`config.mk`:
```
export PLATFORM = sky130hd
export DESIGN_NAME = rtf_request_filter
export DESIGN_NICKNAME = d
export VERILOG_FILES = /design/src/rtf_pkg.sv /design/src/rtf_request_filter.sv
export SDC_FILE = /design/constraint.sdc
export NUM_CORES = 1
export LEC_CHECK = 0
export BUFFER_PORTS_ARGS = -buffer_cell sky130_fd_sc_hd__clkbuf_2
export CAP_MARGIN = 40
export CORE_AREA = 8 8 172 134
export CTS_CLUSTER_SIZE = 20
export DETAILED_ROUTE_END_ITERATION = 10
export DIE_AREA = 0 0 180 142
export PLACE_DENSITY_LB_ADDON = 0.15
export REMOVE_ABC_BUFFERS = 1
export SLEW_MARGIN = 20
export SYNTH_ARGS = -nofsm -noshare
export SYNTH_HDL_FRONTEND = slang
export SYNTH_SLANG_ARGS = --single-unit
```
`constraint.sdc`:
```
create_clock -name clk -period 5.6 [get_ports clk]
set_input_delay 0.28 -clock clk [delete_from_list [all_inputs] [get_ports clk]]
set_output_delay 0.28 -clock clk [all_outputs]
set_load 0.005 [all_outputs]
```
`src/rtf_pkg.sv`:
```
package rtf_pkg;

    // Register byte offsets
    localparam logic [7:0]  RTF_OFS_CTRL     = 8'h00;
    localparam logic [7:0]  RTF_OFS_STAT     = 8'h04;
    localparam logic [7:0]  RTF_OFS_ID_LO    = 8'h08;
    localparam logic [7:0]  RTF_OFS_ID_HI    = 8'h0c;
    localparam logic [7:0]  RTF_OFS_COUNT    = 8'h10;

    // Control fields and reset value
    localparam int          RTF_CTRL_EN_BIT  = 0;
    localparam logic [31:0] RTF_CTRL_RESET   = 32'h0000_0001;

    // Status fields
    localparam int          RTF_STAT_TAG_LSB = 0;
    localparam int          RTF_STAT_DROP    = 2;
    localparam int          RTF_STAT_ANSW    = 3;

    // Request flag bit positions (bit 1 of the flag byte is index 0)
    localparam int          RTF_RQ_SUBC      = 0;
    localparam int          RTF_RQ_RATE      = 1;
    localparam int          RTF_RQ_INV       = 2;
    localparam int          RTF_RQ_EXT       = 3;
    localparam int          RTF_RQ_SEL       = 4;
    localparam int          RTF_RQ_AFI       = 4;
    localparam int          RTF_RQ_ADDR      = 5;

    // Response flag bit positions and error codes
    localparam int          RTF_RS_ERR       = 0;
    localparam logic [7:0]  RTF_ERR_OPTION   = 8'h03;

    // Frame check
    localparam logic [15:0] RTF_CRC_PRESET   = 16'hffff;
    localparam logic [15:0] RTF_CRC_POLY     = 16'h8408;
    localparam logic [15:0] RTF_CRC_RESIDUE  = 16'hf0b8;

    // Frame lengths in bytes
    localparam logic [4:0]  RTF_LEN_BASE     = 5'h04;
    localparam logic [4:0]  RTF_LEN_ID       = 5'h08;
    localparam logic [4:0]  RTF_LEN_BYTE     = 5'h01;
    localparam logic [4:0]  RTF_LEN_MAX      = 5'h1f;
    localparam logic [4:0]  RTF_IDX_ID_LO    = 5'h02;
    localparam logic [4:0]  RTF_IDX_ID_HI    = 5'h09;

    typedef enum logic [1:0] {
        RTF_POWER_OFF,
        RTF_READY,
        RTF_QUIET,
        RTF_SELECTED
    } rtf_tag_e;

    // Decoded byte stream from the demodulator
    typedef struct packed {
        logic       sof;
        logic       byte_valid;
        logic [7:0] data;
        logic       eof;
        logic       bit_err;
    } rtf_rx_s;

    // Response frame setup handed to the encoder
    typedef struct packed {
        logic       start;
        logic [7:0] flags;
        logic       error;
        logic [7:0] err_code;
        logic [7:0] cmd;
        logic       dual_sub;
        logic       high_rate;
        logic       ext;
    } rtf_resp_s;

    typedef struct packed {
        logic        field_m;
        logic        field_s;
        logic        vcc_m;
        logic        vcc_s;
        rtf_tag_e    tag;
        logic        ctrl_en;
        logic [63:0] id;
        logic        active;
        logic [4:0]  cnt;
        logic [15:0] crc;
        logic [7:0]  flags;
        logic [7:0]  cmd;
        logic        id_ok;
        logic [63:0] id_sh;
        rtf_resp_s   resp;
        logic        last_drop;
        logic        last_answ;
        logic [15:0] cnt_ok;
        logic [15:0] cnt_drop;
        logic [31:0] prdata;
        logic        pready;
        logic        pslverr;
    } rtf_state_s;

endpackage : rtf_pkg

```
`src/rtf_request_filter.sv`:
```
`timescale 1ns/1ps
// Notes on behaviour
// - Reply only after a correctly decoded request
// - Response: flags, parameters, data, two-byte CRC
// - Frames carry whole bytes only
// - Bytes and fields go least significant first
// - Optional field present only when flag set
// - Four tag states
// - Off without energy, ready with energy
// - Ready answers when select indicator clear
// - Quiet ignores inventory and unaddressed requests
// - Selected answers select, matching and general requests
// - Indicator combinations decide answer; both gives 03h
// - Power-off needs no supply and no field
// - Addressed: compare identifier, answer only on match
// - Non-addressed requests executed by ready and selected tags
// - Select requests executed only when selected
// - Flag bit 3 switches meaning of bits 5-8
// - Flag bit 1 picks one or two subcarriers
// - Flag bit 2 picks low or high rate
// - Flag bit 4 marks protocol format extension
// - Bad CRC from all-ones preset drops frame
// - Bit 5 select, bit 6 address; both set answers with error
// - Response error bit means error code present
module rtf_request_filter
    import rtf_pkg::*;
#(
    parameter logic [63:0] ID_RESET       = 64'h0000_0000_0000_0000, // Arbitrary value
    parameter logic [7:0]  CMD_STAY_QUIET = 8'h02,
    parameter logic [7:0]  CMD_SELECT     = 8'h25,
    parameter logic [7:0]  CMD_RESET_RDY  = 8'h26
) (
    // Clock and reset
    input  wire logic        clk,
    input  wire logic        rst_n,
    // Power sensing pins
    input  wire logic        field_ok,
    input  wire logic        vcc_ok,
    // Decoded request stream
    input  wire rtf_rx_s     rx,
    // Response frame setup
    output rtf_resp_s        resp,
    output rtf_tag_e         tag_state,
    // APB slave
    input  wire logic        psel,
    input  wire logic        penable,
    input  wire logic        pwrite,
    input  wire logic [7:0]  paddr,
    input  wire logic [31:0] pwdata,
    output logic [31:0]      prdata,
    output logic             pready,
    output logic             pslverr
);

    rtf_state_s r_reg;
    rtf_state_s r_next;

    function automatic logic [15:0] crc_step(input logic [15:0] c, input logic [7:0] d);
        logic [15:0] x;
        x = c;
        for (int i = 0; i < 8; i++) begin
            // Reflected update consumes the byte least significant bit first
            if (x[0] ^ d[i]) begin
                x = (x >> 1) ^ RTF_CRC_POLY;
            end else begin
                x = x >> 1;
            end
        end
        return x;
    endfunction : crc_step

    always_comb begin
        logic       inv;
        logic       sel;
        logic       addr;
        logic       both;
        logic       addressed;
        logic [4:0] need;
        logic       good;
        logic       answer;
        logic       setup;
        logic       access;
        logic       hit;
        inv       = 1'b0;
        sel       = 1'b0;
        addr      = 1'b0;
        both      = 1'b0;
        addressed = 1'b0;
        need      = RTF_LEN_BASE;
        good      = 1'b0;
        answer    = 1'b0;
        setup     = 1'b0;
        access    = 1'b0;
        hit       = 1'b0;
        r_next    = r_reg;

        r_next.field_m    = field_ok;
        r_next.field_s    = r_reg.field_m;
        r_next.vcc_m      = vcc_ok;
        r_next.vcc_s      = r_reg.vcc_m;
        r_next.resp.start = 1'b0;

        // Flag decoding of the stored request flag byte
        inv       = r_reg.flags[RTF_RQ_INV];
        sel       = ~inv & r_reg.flags[RTF_RQ_SEL];
        addr      = ~inv & r_reg.flags[RTF_RQ_ADDR];
        both      = sel & addr;
        addressed = addr & ~sel;

        // Mandatory length: flags, command and CRC, plus present optional fields
        need = RTF_LEN_BASE;
        if (addressed) begin
            need = RTF_LEN_BASE + RTF_LEN_ID;
        end else if (inv) begin
            need = RTF_LEN_BASE + RTF_LEN_BYTE
                 + (r_reg.flags[RTF_RQ_AFI] ? RTF_LEN_BYTE : 5'h00);
        end

        if (rx.sof) begin
            r_next.active = r_reg.ctrl_en && (r_reg.tag != RTF_POWER_OFF);
            r_next.cnt    = 5'h00;
            r_next.crc    = RTF_CRC_PRESET;
            r_next.flags  = 8'h00;
            r_next.cmd    = 8'h00;
            r_next.id_ok  = 1'b1;
            r_next.id_sh  = r_reg.id;
        end else if (rx.byte_valid && r_reg.active) begin
            r_next.crc = crc_step(r_reg.crc, rx.data);
            if (r_reg.cnt != RTF_LEN_MAX) begin
                r_next.cnt = r_reg.cnt + RTF_LEN_BYTE;
            end
            if (r_reg.cnt == 5'h00) begin
                r_next.flags = rx.data;
            end
            if (r_reg.cnt == 5'h01) begin
                r_next.cmd = rx.data;
            end
            // Identifier arrives least significant byte first
            if (addressed && r_reg.cnt >= RTF_IDX_ID_LO && r_reg.cnt <= RTF_IDX_ID_HI) begin
                r_next.id_ok = r_reg.id_ok & (rx.data == r_reg.id_sh[7:0]);
                r_next.id_sh = {8'h00, r_reg.id_sh[63:8]};
            end
        end else if (rx.eof && r_reg.active) begin
            r_next.active = 1'b0;
            good = ~rx.bit_err && (r_reg.cnt >= need)
                 && (r_reg.crc == RTF_CRC_RESIDUE)
                 && (r_reg.tag != RTF_POWER_OFF);
            if (good) begin
                if (inv) begin
                    answer = (r_reg.tag == RTF_READY) || (r_reg.tag == RTF_SELECTED);
                end else if (both) begin
                    answer = 1'b1;
                end else if (sel) begin
                    answer = (r_reg.tag == RTF_SELECTED);
                end else if (addr) begin
                    answer = r_reg.id_ok;
                end else begin
                    answer = (r_reg.tag == RTF_READY) || (r_reg.tag == RTF_SELECTED);
                end
            end
            r_next.last_drop = ~good;
            r_next.last_answ = answer;
            if (good) begin
                r_next.cnt_ok = r_reg.cnt_ok + 16'h0001;
            end else begin
                r_next.cnt_drop = r_reg.cnt_drop + 16'h0001;
            end
            // Response only ever follows a fully checked request
            if (answer) begin
                r_next.resp.start     = 1'b1;
                r_next.resp.flags     = 8'h00;
                r_next.resp.flags[RTF_RS_ERR] = both;
                r_next.resp.error     = both;
                r_next.resp.err_code  = both ? RTF_ERR_OPTION : 8'h00;
                r_next.resp.cmd       = r_reg.cmd;
                r_next.resp.dual_sub  = r_reg.flags[RTF_RQ_SUBC];
                r_next.resp.high_rate = r_reg.flags[RTF_RQ_RATE];
                r_next.resp.ext       = r_reg.flags[RTF_RQ_EXT];
            end
            // State changes carried by state commands
            if (good && !inv && !both) begin
                if (r_reg.cmd == CMD_SELECT) begin
                    if (addressed && r_reg.id_ok) begin
                        r_next.tag = RTF_SELECTED;
                    end else if (r_reg.tag == RTF_SELECTED) begin
                        r_next.tag = RTF_READY;
                    end
                end else if (r_reg.cmd == CMD_STAY_QUIET && addressed && r_reg.id_ok) begin
                    r_next.tag = RTF_QUIET;
                end else if (r_reg.cmd == CMD_RESET_RDY && answer) begin
                    r_next.tag = RTF_READY;
                end
            end
        end

        // Power state has priority over any frame effect on the tag and active flag
        case (r_reg.tag)
            RTF_POWER_OFF: begin
                if (r_reg.field_s || r_reg.vcc_s) begin
                    r_next.tag = RTF_READY;
                end
            end
            RTF_READY, RTF_QUIET, RTF_SELECTED: begin
                if (!r_reg.field_s && !r_reg.vcc_s) begin
                    r_next.tag    = RTF_POWER_OFF;
                    r_next.active = 1'b0;
                end
            end
            default: begin
                r_next.tag = RTF_POWER_OFF;
            end
        endcase

        // APB slave, one wait-free access phase
        setup          = psel & ~penable;
        access         = psel & penable & r_reg.pready;
        r_next.pready  = setup;
        if (setup) begin
            hit            = 1'b1;
            r_next.prdata  = 32'h0000_0000;
            case (paddr)
                RTF_OFS_CTRL:   r_next.prdata[RTF_CTRL_EN_BIT] = r_reg.ctrl_en;
                RTF_OFS_STAT: begin
                    r_next.prdata[RTF_STAT_TAG_LSB +: 2] = r_reg.tag;
                    r_next.prdata[RTF_STAT_DROP]         = r_reg.last_drop;
                    r_next.prdata[RTF_STAT_ANSW]         = r_reg.last_answ;
                end
                RTF_OFS_ID_LO:  r_next.prdata = r_reg.id[31:0];
                RTF_OFS_ID_HI:  r_next.prdata = r_reg.id[63:32];
                RTF_OFS_COUNT:  r_next.prdata = {r_reg.cnt_drop, r_reg.cnt_ok};
                default:        hit = 1'b0;
            endcase
            r_next.pslverr = ~hit;
        end
        if (access && pwrite && !r_reg.pslverr) begin
            case (paddr)
                RTF_OFS_CTRL:   r_next.ctrl_en    = pwdata[RTF_CTRL_EN_BIT];
                RTF_OFS_ID_LO:  r_next.id[31:0]   = pwdata;
                RTF_OFS_ID_HI:  r_next.id[63:32]  = pwdata;
                default: begin
                end
            endcase
        end
    end

    always_ff @(posedge clk or negedge rst_n) begin
        if (!rst_n) begin
            r_reg           <= '0;
            r_reg.tag       <= RTF_POWER_OFF;
            r_reg.ctrl_en   <= RTF_CTRL_RESET[RTF_CTRL_EN_BIT];
            r_reg.id        <= ID_RESET;
            r_reg.crc       <= RTF_CRC_PRESET;
        end else begin
            r_reg <= r_next;
        end
    end

    assign resp      = r_reg.resp;
    assign tag_state = r_reg.tag;
    assign prdata    = r_reg.prdata;
    assign pready    = r_reg.pready;
    assign pslverr   = r_reg.pslverr;

endmodule : rtf_request_filter

```
==> results of run 1 <==
[Yosys cell counts (4+ instances only)]
master,count,area (um2)
mux2i_1,57,571
xnor2_1,53,464
dfstp_2,17,447
buf_4,64,480
and3_1,11,68.8
a21oi_1,23,115
buf_2,12,60.1
mux2_1,6,67.6
nand2_1,145,544
nor2b_1,6,37.5
and4_1,4,35.0
nand4_1,19,119
dfrtp_1,236,5910
nor2_1,35,131
nand2b_1,5,31.3
mux2_2,72,811
o21ai_0,102,510
nand3_1,22,110
ha_1,10,125
a222oi_1,29,290
a211o_1,16,140
clkbuf_1,45,169
nor3_1,5,25.0
nor4_1,5,31.3
inv_1,5,18.8
xor2_1,13,114
[logic make-up (layout without fill, tap and decap cells)]
group / after synthesis / after routing / share of synthesized area (%)
buffers and inverters: 131 / 189 / 6.45
AND/OR/NAND/NOR: 284 / 284 / 11.8
flip-flops: 253 / 253 / 53.3
AO/OA/AOI/OAI: 192 / 192 / 10.4
other: 1 / 13 / 0.0315
adder cells (fa/ha/maj): 10 / 10 / 1.05
XOR/XNOR: 66 / 66 / 4.85
multiplexers: 135 / 135 / 12.2
[path summary, 6_finish.rpt]
path                       slack (ns)  depth (start not counted)        start         end
max                              2.49                          9   r_reg[172]     resp[3]
min                             0.008                          2   pwdata[17]  r_reg[249]
max reg2reg                      2.49                          9   r_reg[172]     resp[3]
min reg2reg                      0.35                          0  r_next[269]  r_reg[269]
max in group asynchronous        3.84                          4        rst_n  r_reg[184]
min in group asynchronous        0.43                          2        rst_n  prdata[31]
[power breakdown]
group	internal [W]	total [W]	leakage [nW]	switching, W
logic	0.0000449	0.000146	2.52	0.000101
registers	0.00183	0.00184	3.45	0.00000577
clock network	0.000899	0.00159	0.392	0.000691
[worst reg2reg max path, delay by kind of cell (launching register included)]
family	cells	cell delay [ns]
buffers and inverters	1	0.25
flip-flops	1	0.46
AO/OA/AOI/OAI	2	0.33
AND/OR/NAND/NOR	4	1.31
adder cells (fa/ha/maj)	1	0.28
multiplexers	1	0.35
[layout make-up]
cell class / instances / area [um2] / area share [%]
Sequential cell: 253 / 6350 / 48.2
Inverter: 6 / 22.5 / 0.171
Timing Repair Buffer: 138 / 836 / 6.34
Clock buffer: 36 / 727 / 5.51
Multi-Input combinational cell: 700 / 4880 / 37.0
Tap cell: 264 / 330 / 2.50
Clock inverter: 9 / 45.0 / 0.342
[per-stage QoR]
| step | instances | utilization [%] |
|---|---|---|
| after floorplan | 959 | - |
| after global placement | 1345 | 59.9 |
| after detailed placement | 1351 | 60.2 |
| after CTS | 1405 | 64.5 |
| after global routing | 1406 | 64.5 |
| final | 1406 | 64.5 |
[per-layer routing]
metal	share of wire [%]	GRT usage (%)	up-vias	wire length [um]
met4	1.4	3.89	0	403
met5	0	0	-	0
met2	43	31.7	246	11900
met3	7.1	5.20	31	2000
met1	49	33.2	4150	13700
li1	-	-	3837	-
[repair_timing]
| item | 4_1_cts | 5_1_grt |
|---|---|---|
| hold buffers | 9 | 0 |
| endpoints found under the setup margin | 0 | 0 |
| endpoints found under the hold margin | 138 | 0 |
==> insert_results.sql, run 1 <==
INSERT INTO impl_metrics (metric_group, metric, value, unit) VALUES
('outcome', 'run_status', 'completed', ''),
('synth', 'ys_seq_area_share', '53.3', '%'),
('synth', 'async_flop_share', '100', '%'),
('critical_path', 'cp_slowest_cell', 'or4b_1', ''),
('placed_design', 'dp_worst_setup_slack', '2.48', 'ns'),
('finish', 'antenna_cells', '0', ''),
('critical_path', 'crit_fanout', '9', ''),
('cts', 'clock_tree_from_tritoncts', 'built', ''),
('cts', 'root_buffer', 'clkbuf_16', ''),
('detailed_routing', 'drt_pre_antenna_iters', '7', ''),
('critical_path', 'cp_cell_sequence', 'nor2b_1, nand2b_1, ha_1, o211ai_1, o21a_1, or4b_1, nor2_1, buf_4, mux2_2', ''),
('floorplanning', 'ioPinCount', '124', ''),
('finish', 'n_fill_cell', '1641', ''),
('synth', 'mappedNetlistArea', '11900', 'um2'),
('cts', 'clock_buffers_created_by_tritoncts', '25', ''),
('finish', 'drive_gt1_share', '24.3', '%'),
('timing', 'timing.final.crit_period', '3.11', 'ns'),
('synth', 'ys_warn_count', '0', ''),
('timing', 'holdWs', '0.00788', 'ns'),
('cts', 'cts.htree.levels', '1', ''),
('placed_design', 'placed_cell_area', '12300', 'um2'),
('floorplanning', 'die_width', '180', 'um'),
('placed_design', 'gp_routability_congestion', '0.825', ''),
('critical_path', 'setup.worst_path.class', 'reg -> reg', ''),
('floorplanning', 'rows', '46', ''),
('detailed_routing', 'drt-initial-drc-count', '800', ''),
('detailed_routing', 'drc', '0', ''),
('worst_hold_path', 'worst_hold_path_type', 'in -> reg', ''),
('finish', 'layout.cells.most_common', 'dfrtp_1', ''),
('grt', 'antenna_found_initial', '0', ''),
('floorplanning', 'die_area', '25600', 'um2'),
('finish', 'finalInstanceArea', '13200', 'um2'),
('finish', 'syn_to_final_growth', '10.6', '%'),
('synth', 'synth.distinct_cells', '60', ''),
('timing', 'rsz0062_at_grt', 'false', ''),
('timing', 'achievable-frequency', '322', 'MHz'),
('synth', 'synth-main-ff-cell', 'dfrtp_1', ''),
('floorplanning', 'floorplan.initialDensity', '58.3', '%'),
('synth', 'post_synth_inst_count', '1072', ''),
('cts', 'clkLatencyLatePin', '0.52', 'ns'),
('critical_path', 'startpoint_class', 'flop', ''),
('timing', 'final_min_period_over_clock_period', '55.5', '%'),
('cts', 'clkSlewWorstSetupHoldPaths', '0.06', 'ns'),
('critical_path', 'timing.critical_path.buf_inv', '1', ''),
('cts', 'cts_post_setup_buffers_inserted', '0', ''),
('placed_design', 'dp_hpwl', '18800', 'um'),
('pwr', 'power.leakage', '6.36', 'nW'),
('detailed_routing', 'route.vias.total', '8264', ''),
('synth', 'synth_edf_count', '0', ''),
('critical_path', 'cpPeakStageDelay', '0.66', 'ns'),
('timing', 'finalMaxSlewViolations', '0', ''),
('critical_path', 'critical_path.endpoint_type', 'flop', ''),
('critical_path', 'critPathTopFamily', 'simple AND/OR/NAND/NOR gates', ''),
('timing', 'timing.final.hold_violations', '0', ''),
('grt', 'first_pass_grt_wire_length', '45400', 'um'),
('timing', 'fin_tns_setup', '0', 'ns'),
('finish', 'final_net_count', '1193', ''),
('pwr', 'ir_worst_vdd', '0.000185', 'V'),
('synth', 'ys_seq_elements', '253', ''),
('grt', 'grtUsageTotal', '21.9', '%'),
('cts', 'clock_sinks', '253', ''),
('detailed_routing', 'vias_per_cell', '5.88', ''),
('timing', 'slew_margin_rel', '34.0', '%'),
('pwr', 'design_power_total', '0.00358', 'W'),
('critical_path', 'worstPathArrival', '3.50', 'ns'),
('grt', 'first_global_vias', '8242', ''),
('detailed_routing', 'final_routed_wirelength_across_all_metal_layers', '28000', 'um'),
('synth', 'syn-mean-instance-area', '11.1', 'um2'),
('detailed_routing', 'route.detailed.wl_per_inst', '19.9', 'um'),
('timing', 'max_slew.worst_pin.slew', '0.990', 'ns'),
('run', 'drv_cap', '0', '');
No activity file was read; power rests on OpenSTA's default activity.
==> run 2, diff against run 1 <==
--- a/config.mk
+++ b/config.mk
@@ -5,12 +5,13 @@
 export SDC_FILE = /design/constraint.sdc
 export NUM_CORES = 1
 export LEC_CHECK = 0
+export ABC_AREA = 1
 export BUFFER_PORTS_ARGS = -buffer_cell sky130_fd_sc_hd__clkbuf_2
 export CAP_MARGIN = 40
-export CORE_AREA = 8 8 172 134
+export CORE_AREA = 8 8 185 143
 export CTS_CLUSTER_SIZE = 20
 export DETAILED_ROUTE_END_ITERATION = 10
-export DIE_AREA = 0 0 180 142
+export DIE_AREA = 0 0 193 151
 export PLACE_DENSITY_LB_ADDON = 0.15
 export REMOVE_ABC_BUFFERS = 1
 export SLEW_MARGIN = 20
==> constraint.sdc (replaced) <==
create_clock -name clk -period 2.8 [get_ports clk]
set_input_delay 0.14 -clock clk [delete_from_list [all_inputs] [get_ports clk]]
set_output_delay 0.14 -clock clk [all_outputs]
set_load 0.005 [all_outputs]
==> run 2 against run 1 <==
Compared with the run above:
- cell count grew 37%
- count of clock-buffer cells in the layout grew 2
- synthesized cell count grew 40%
- via count grew 24%
- first-iteration DRC count grew 10%
- utilization shrank 4.4 points
- global-route usage grew 0.76 points
- worst hold slack gained 0.016 ns
- total power grew 120%
- critical endpoint is now resp[0]
- largest cell class unchanged
- highest routed layer unchanged
==> insert_results.sql, run 2 <==
INSERT INTO impl_metrics (metric_group, metric, value, unit) VALUES
('outcome', 'run_status', 'completed', ''),
('finish', 'antenna_cells', '0', ''),
('synth', 'synth_cell_count_leaders', '372 x nand2_1, 236 x dfrtp_1, 202 x o21ai_0', ''),
('timing', 'max_slew.worst_pin.slew', '0.695', 'ns'),
('timing', 'timing.clock.skew', '0.0161', 'ns'),
('pwr', 'design_power_total', '0.00779', 'W'),
('grt', 'grtUsageTotal', '22.7', '%'),
('synth', 'ys_seq_elements', '253', ''),
('timing', 'achievable-frequency', '405', 'MHz'),
('finish', 'layout.cells.most_common', 'nand2_1', ''),
('timing', 'timing.final.hold_violations', '0', ''),
('pwr', 'ir_worst_vdd', '0.000414', 'V'),
('critical_path', 'worst-endpoint-required', '3.22', 'ns'),
('cts', 'clkLatencyLatePin', '0.53', 'ns'),
('cts', 'root_buffer', 'clkbuf_16', ''),
('floorplanning', 'floorplan.initialDensity', '52.8', '%'),
('grt', 'first_global_vias', '9969', ''),
('cts', 'clock_tree_from_tritoncts', 'built', ''),
('floorplanning', 'die_width', '193', 'um'),
('critical_path', 'worst_setup_path_endpoint', 'resp[0]', ''),
('detailed_routing', 'route.detailed.wl_per_inst', '16.9', 'um'),
('detailed_routing', 'drt_pre_antenna_iters', '5', ''),
('cts', 'post_cts.resized_instances', '0', ''),
('floorplanning', 'rows', '49', ''),
('timing', 'timing.final.crit_period', '2.47', 'ns'),
('synth', 'leading_cell_types_by_total_area_after_synthesis', 'dfrtp_1 47%, nand2_1 11%, o21ai_0 8.1%', ''),
('finish', 'fin_util', '60.2', '%'),
('synth', 'synth_top_area_cell', 'dfrtp_1', ''),
('finish', 'drive_gt1_share', '13.4', '%'),
('synth', 'ys_warn_count', '0', ''),
('finish', 'multi_input_comb_area', '4780', 'um2'),
('worst_hold_path', 'worst_hold_path_type', 'in -> reg', ''),
('critical_path', 'crit_path_start', 'r_reg[172]', ''),
('floorplanning', 'ioPinCount', '124', ''),
('grt', 'gr-total-overflow', '0', ''),
('finish', 'n_fill_cell', '2140', ''),
('placed_design', 'port_buffers', '110', ''),
('grt', 'antenna_found_initial', '0', ''),
('synth', 'ys_seq_area_share', '51.1', '%'),
('floorplanning', 'die_area', '29100', 'um2'),
('floorplanning', 'coreArea', '23500', 'um2'),
('finish', 'final_net_count', '1672', ''),
('synth', 'yosys.cell_count.top_type', 'nand2_1', ''),
('pwr', 'power.leakage', '6.78', 'nW'),
('placed_design', 'dp_worst_setup_slack', '0.265', 'ns'),
('critical_path', 'timing.rr.start', 'r_reg[172]', ''),
('worst_hold_path', 'hold_path_depth', '4', ''),
('synth', 'synth.distinct_cells', '42', ''),
('critical_path', 'crit_fanout', '21', ''),
('timing', 'setup_slack', '0.332', 'ns'),
('critical_path', 'setup.worst_path.class', 'reg -> reg', ''),
('detailed_routing', 'final_routed_wirelength_across_all_metal_layers', '32500', 'um'),
('grt', 'first_pass_grt_wire_length', '52900', 'um'),
('finish', 'area.sequential', '6350', 'um2'),
('synth', 'post_synth_inst_count', '1505', ''),
('synth', 'synth_edf_count', '0', ''),
('detailed_routing', 'vias_per_cell', '5.34', ''),
('critical_path', 'startpoint_class', 'flop', ''),
('synth', 'syn-mean-instance-area', '8.26', 'um2'),
('cts', 'cts.htree.levels', '1', ''),
('critical_path', 'worstRegToRegCells', '14', ''),
('placed_design', 'dp_hpwl', '23000', 'um'),
('grt', 'pin_count_of_the_biggest_net_entering_global_routing', '85', ''),
('detailed_routing', 'drt-initial-drc-count', '880', ''),
('run', 'drv_cap', '0', ''),
('finish', 'layout.cells.most_common_list', '369 x nand2_1, 236 x dfrtp_1, 202 x o21ai_0', ''),
('timing', 'finalSetupViolCount', '0', ''),
('detailed_routing', 'route.vias.total', '10260', ''),
('cts', 'clock_sinks', '253', ''),
('timing', 'slew_margin_rel', '53.7', '%'),
('detailed_routing', 'antenna_left', '0', ''),
('floorplanning', 'die_h', '151', 'um'),
('finish', 'largest_reg_flops', '202', ''),
('timing', 'rsz0062_at_grt', 'false', ''),
('critical_path', 'critical_path.reg2reg.endpoint', 'resp[0]', ''),
('critical_path', 'worstPathArrival', '2.89', 'ns'),
('critical_path', 'worst-r2r-setup-slack', '0.33', 'ns'),
('synth', 'mappedNetlistArea', '12400', 'um2'),
('synth', 'synth-main-ff-cell', 'dfrtp_1', ''),
('synth', 'top_cell_type_s_share_of_synthesized_area', '47.5', '%'),
('timing', 'final_min_period_over_clock_period', '88.1', '%'),
('cts', 'clkSlewWorstSetupHoldPaths', '0.06', 'ns'),
('cts', 'clock_buffers_created_by_tritoncts', '26', ''),
('critical_path', 'critical_path.endpoint_type', 'flop', ''),
('timing', 'finalMaxSlewViolations', '0', ''),
('placed_design', 'dp.cells', '1833', ''),
('cts', 'cts-root-to-sink-buffers', '3', ''),
('finish', 'finish.cell_count_without_fillers', '1923', ''),
('detailed_routing', 'drc', '0', ''),
('finish', 'syn_to_final_growth', '14.0', '%'),
('synth', 'async_flop_share', '100', '%'),
('placed_design', 'gp_routability_congestion', '0.922', ''),
('pwr', 'power.density_cell_area', '550', 'nW/um2');
run 2: power breakdown:
group	switching (W)	internal [W]	total, W
registers	0.0000859	0.00378	0.00387
clock network	0.00139	0.00183	0.00322
logic	0.000447	0.000260	0.000707
total	0.00192	0.00587	0.00779
run 2: layout make-up:
class | instances | share of cell area (%)
sequential | 253 | 44.8
multi-input combinational | 975 | 33.7
timing repair buffer | 184 | 8.99
clock buffer | 38 | 5.27
inverter | 163 | 4.32
tap | 306 | 2.70
clock inverter | 4 | 0.159
run 2: routing by layer:
metal / part of all wire, % / global-route usage [%]
met5: 0 / 0
met2: 42 / 33.6
met3: 6.6 / 3.68
met1: 50 / 34.6
met4: 1.5 / 4.26
run 2: through the flow:
step	instance area (um2)	TNS [ns]	hold WS (ns)
6_report	14200	0	0.0242
5_1_grt	14200	0	0.0269
4_1_cts	14100	0	0.00485
2_1_floorplan	11700	-37.94	-0.156
3_3_place_gp	12900	0	0.184
3_5_place_dp	12900	0	0.183
run 2: repair_timing:
item	in CTS	in global routing
hold buffers	44	0
hold endpoints to repair	152	0
buffers inserted	0	4
endpoints found under the setup margin	0	1
run 2: cells by family after synthesis:
| family | synth area share (%) |
|---|---|
| compound gates | 14.6 |
| xor+xnor | 3.73 |
| fa+ha+maj | 1.01 |
| buf+inv | 10.9 |
| flops | 51.1 |
| other cells | 0.0302 |
| simple gates | 18.6 |
run 2: critical path, stage by stage (launching register included):
cell and delay [ns]:
dfrtp_1 0.40, inv_1 0.13, nand2_1 0.09, nor2_1 0.17, inv_1 0.09, ha_1 0.28
nand2_1 0.07, nor2_1 0.04, a21oi_1 0.31, nor2_4 0.11, nand2_2 0.14, or2_4 0.30
inv_2 0.11, nand2_1 0.08, nand2_1 0.04
run 2: worst min path at each step:
stage	slack (ns)	to	start
CTS	0.005	r_reg[166]	rx[6]
floorplan	-0.16	prdata[0]	rst_n
global placement	0.18	resp[1]	rst_n
global route	0.03	pready	psel
detailed placement	0.18	resp[28]	rst_n
finish	0.02	pready	psel
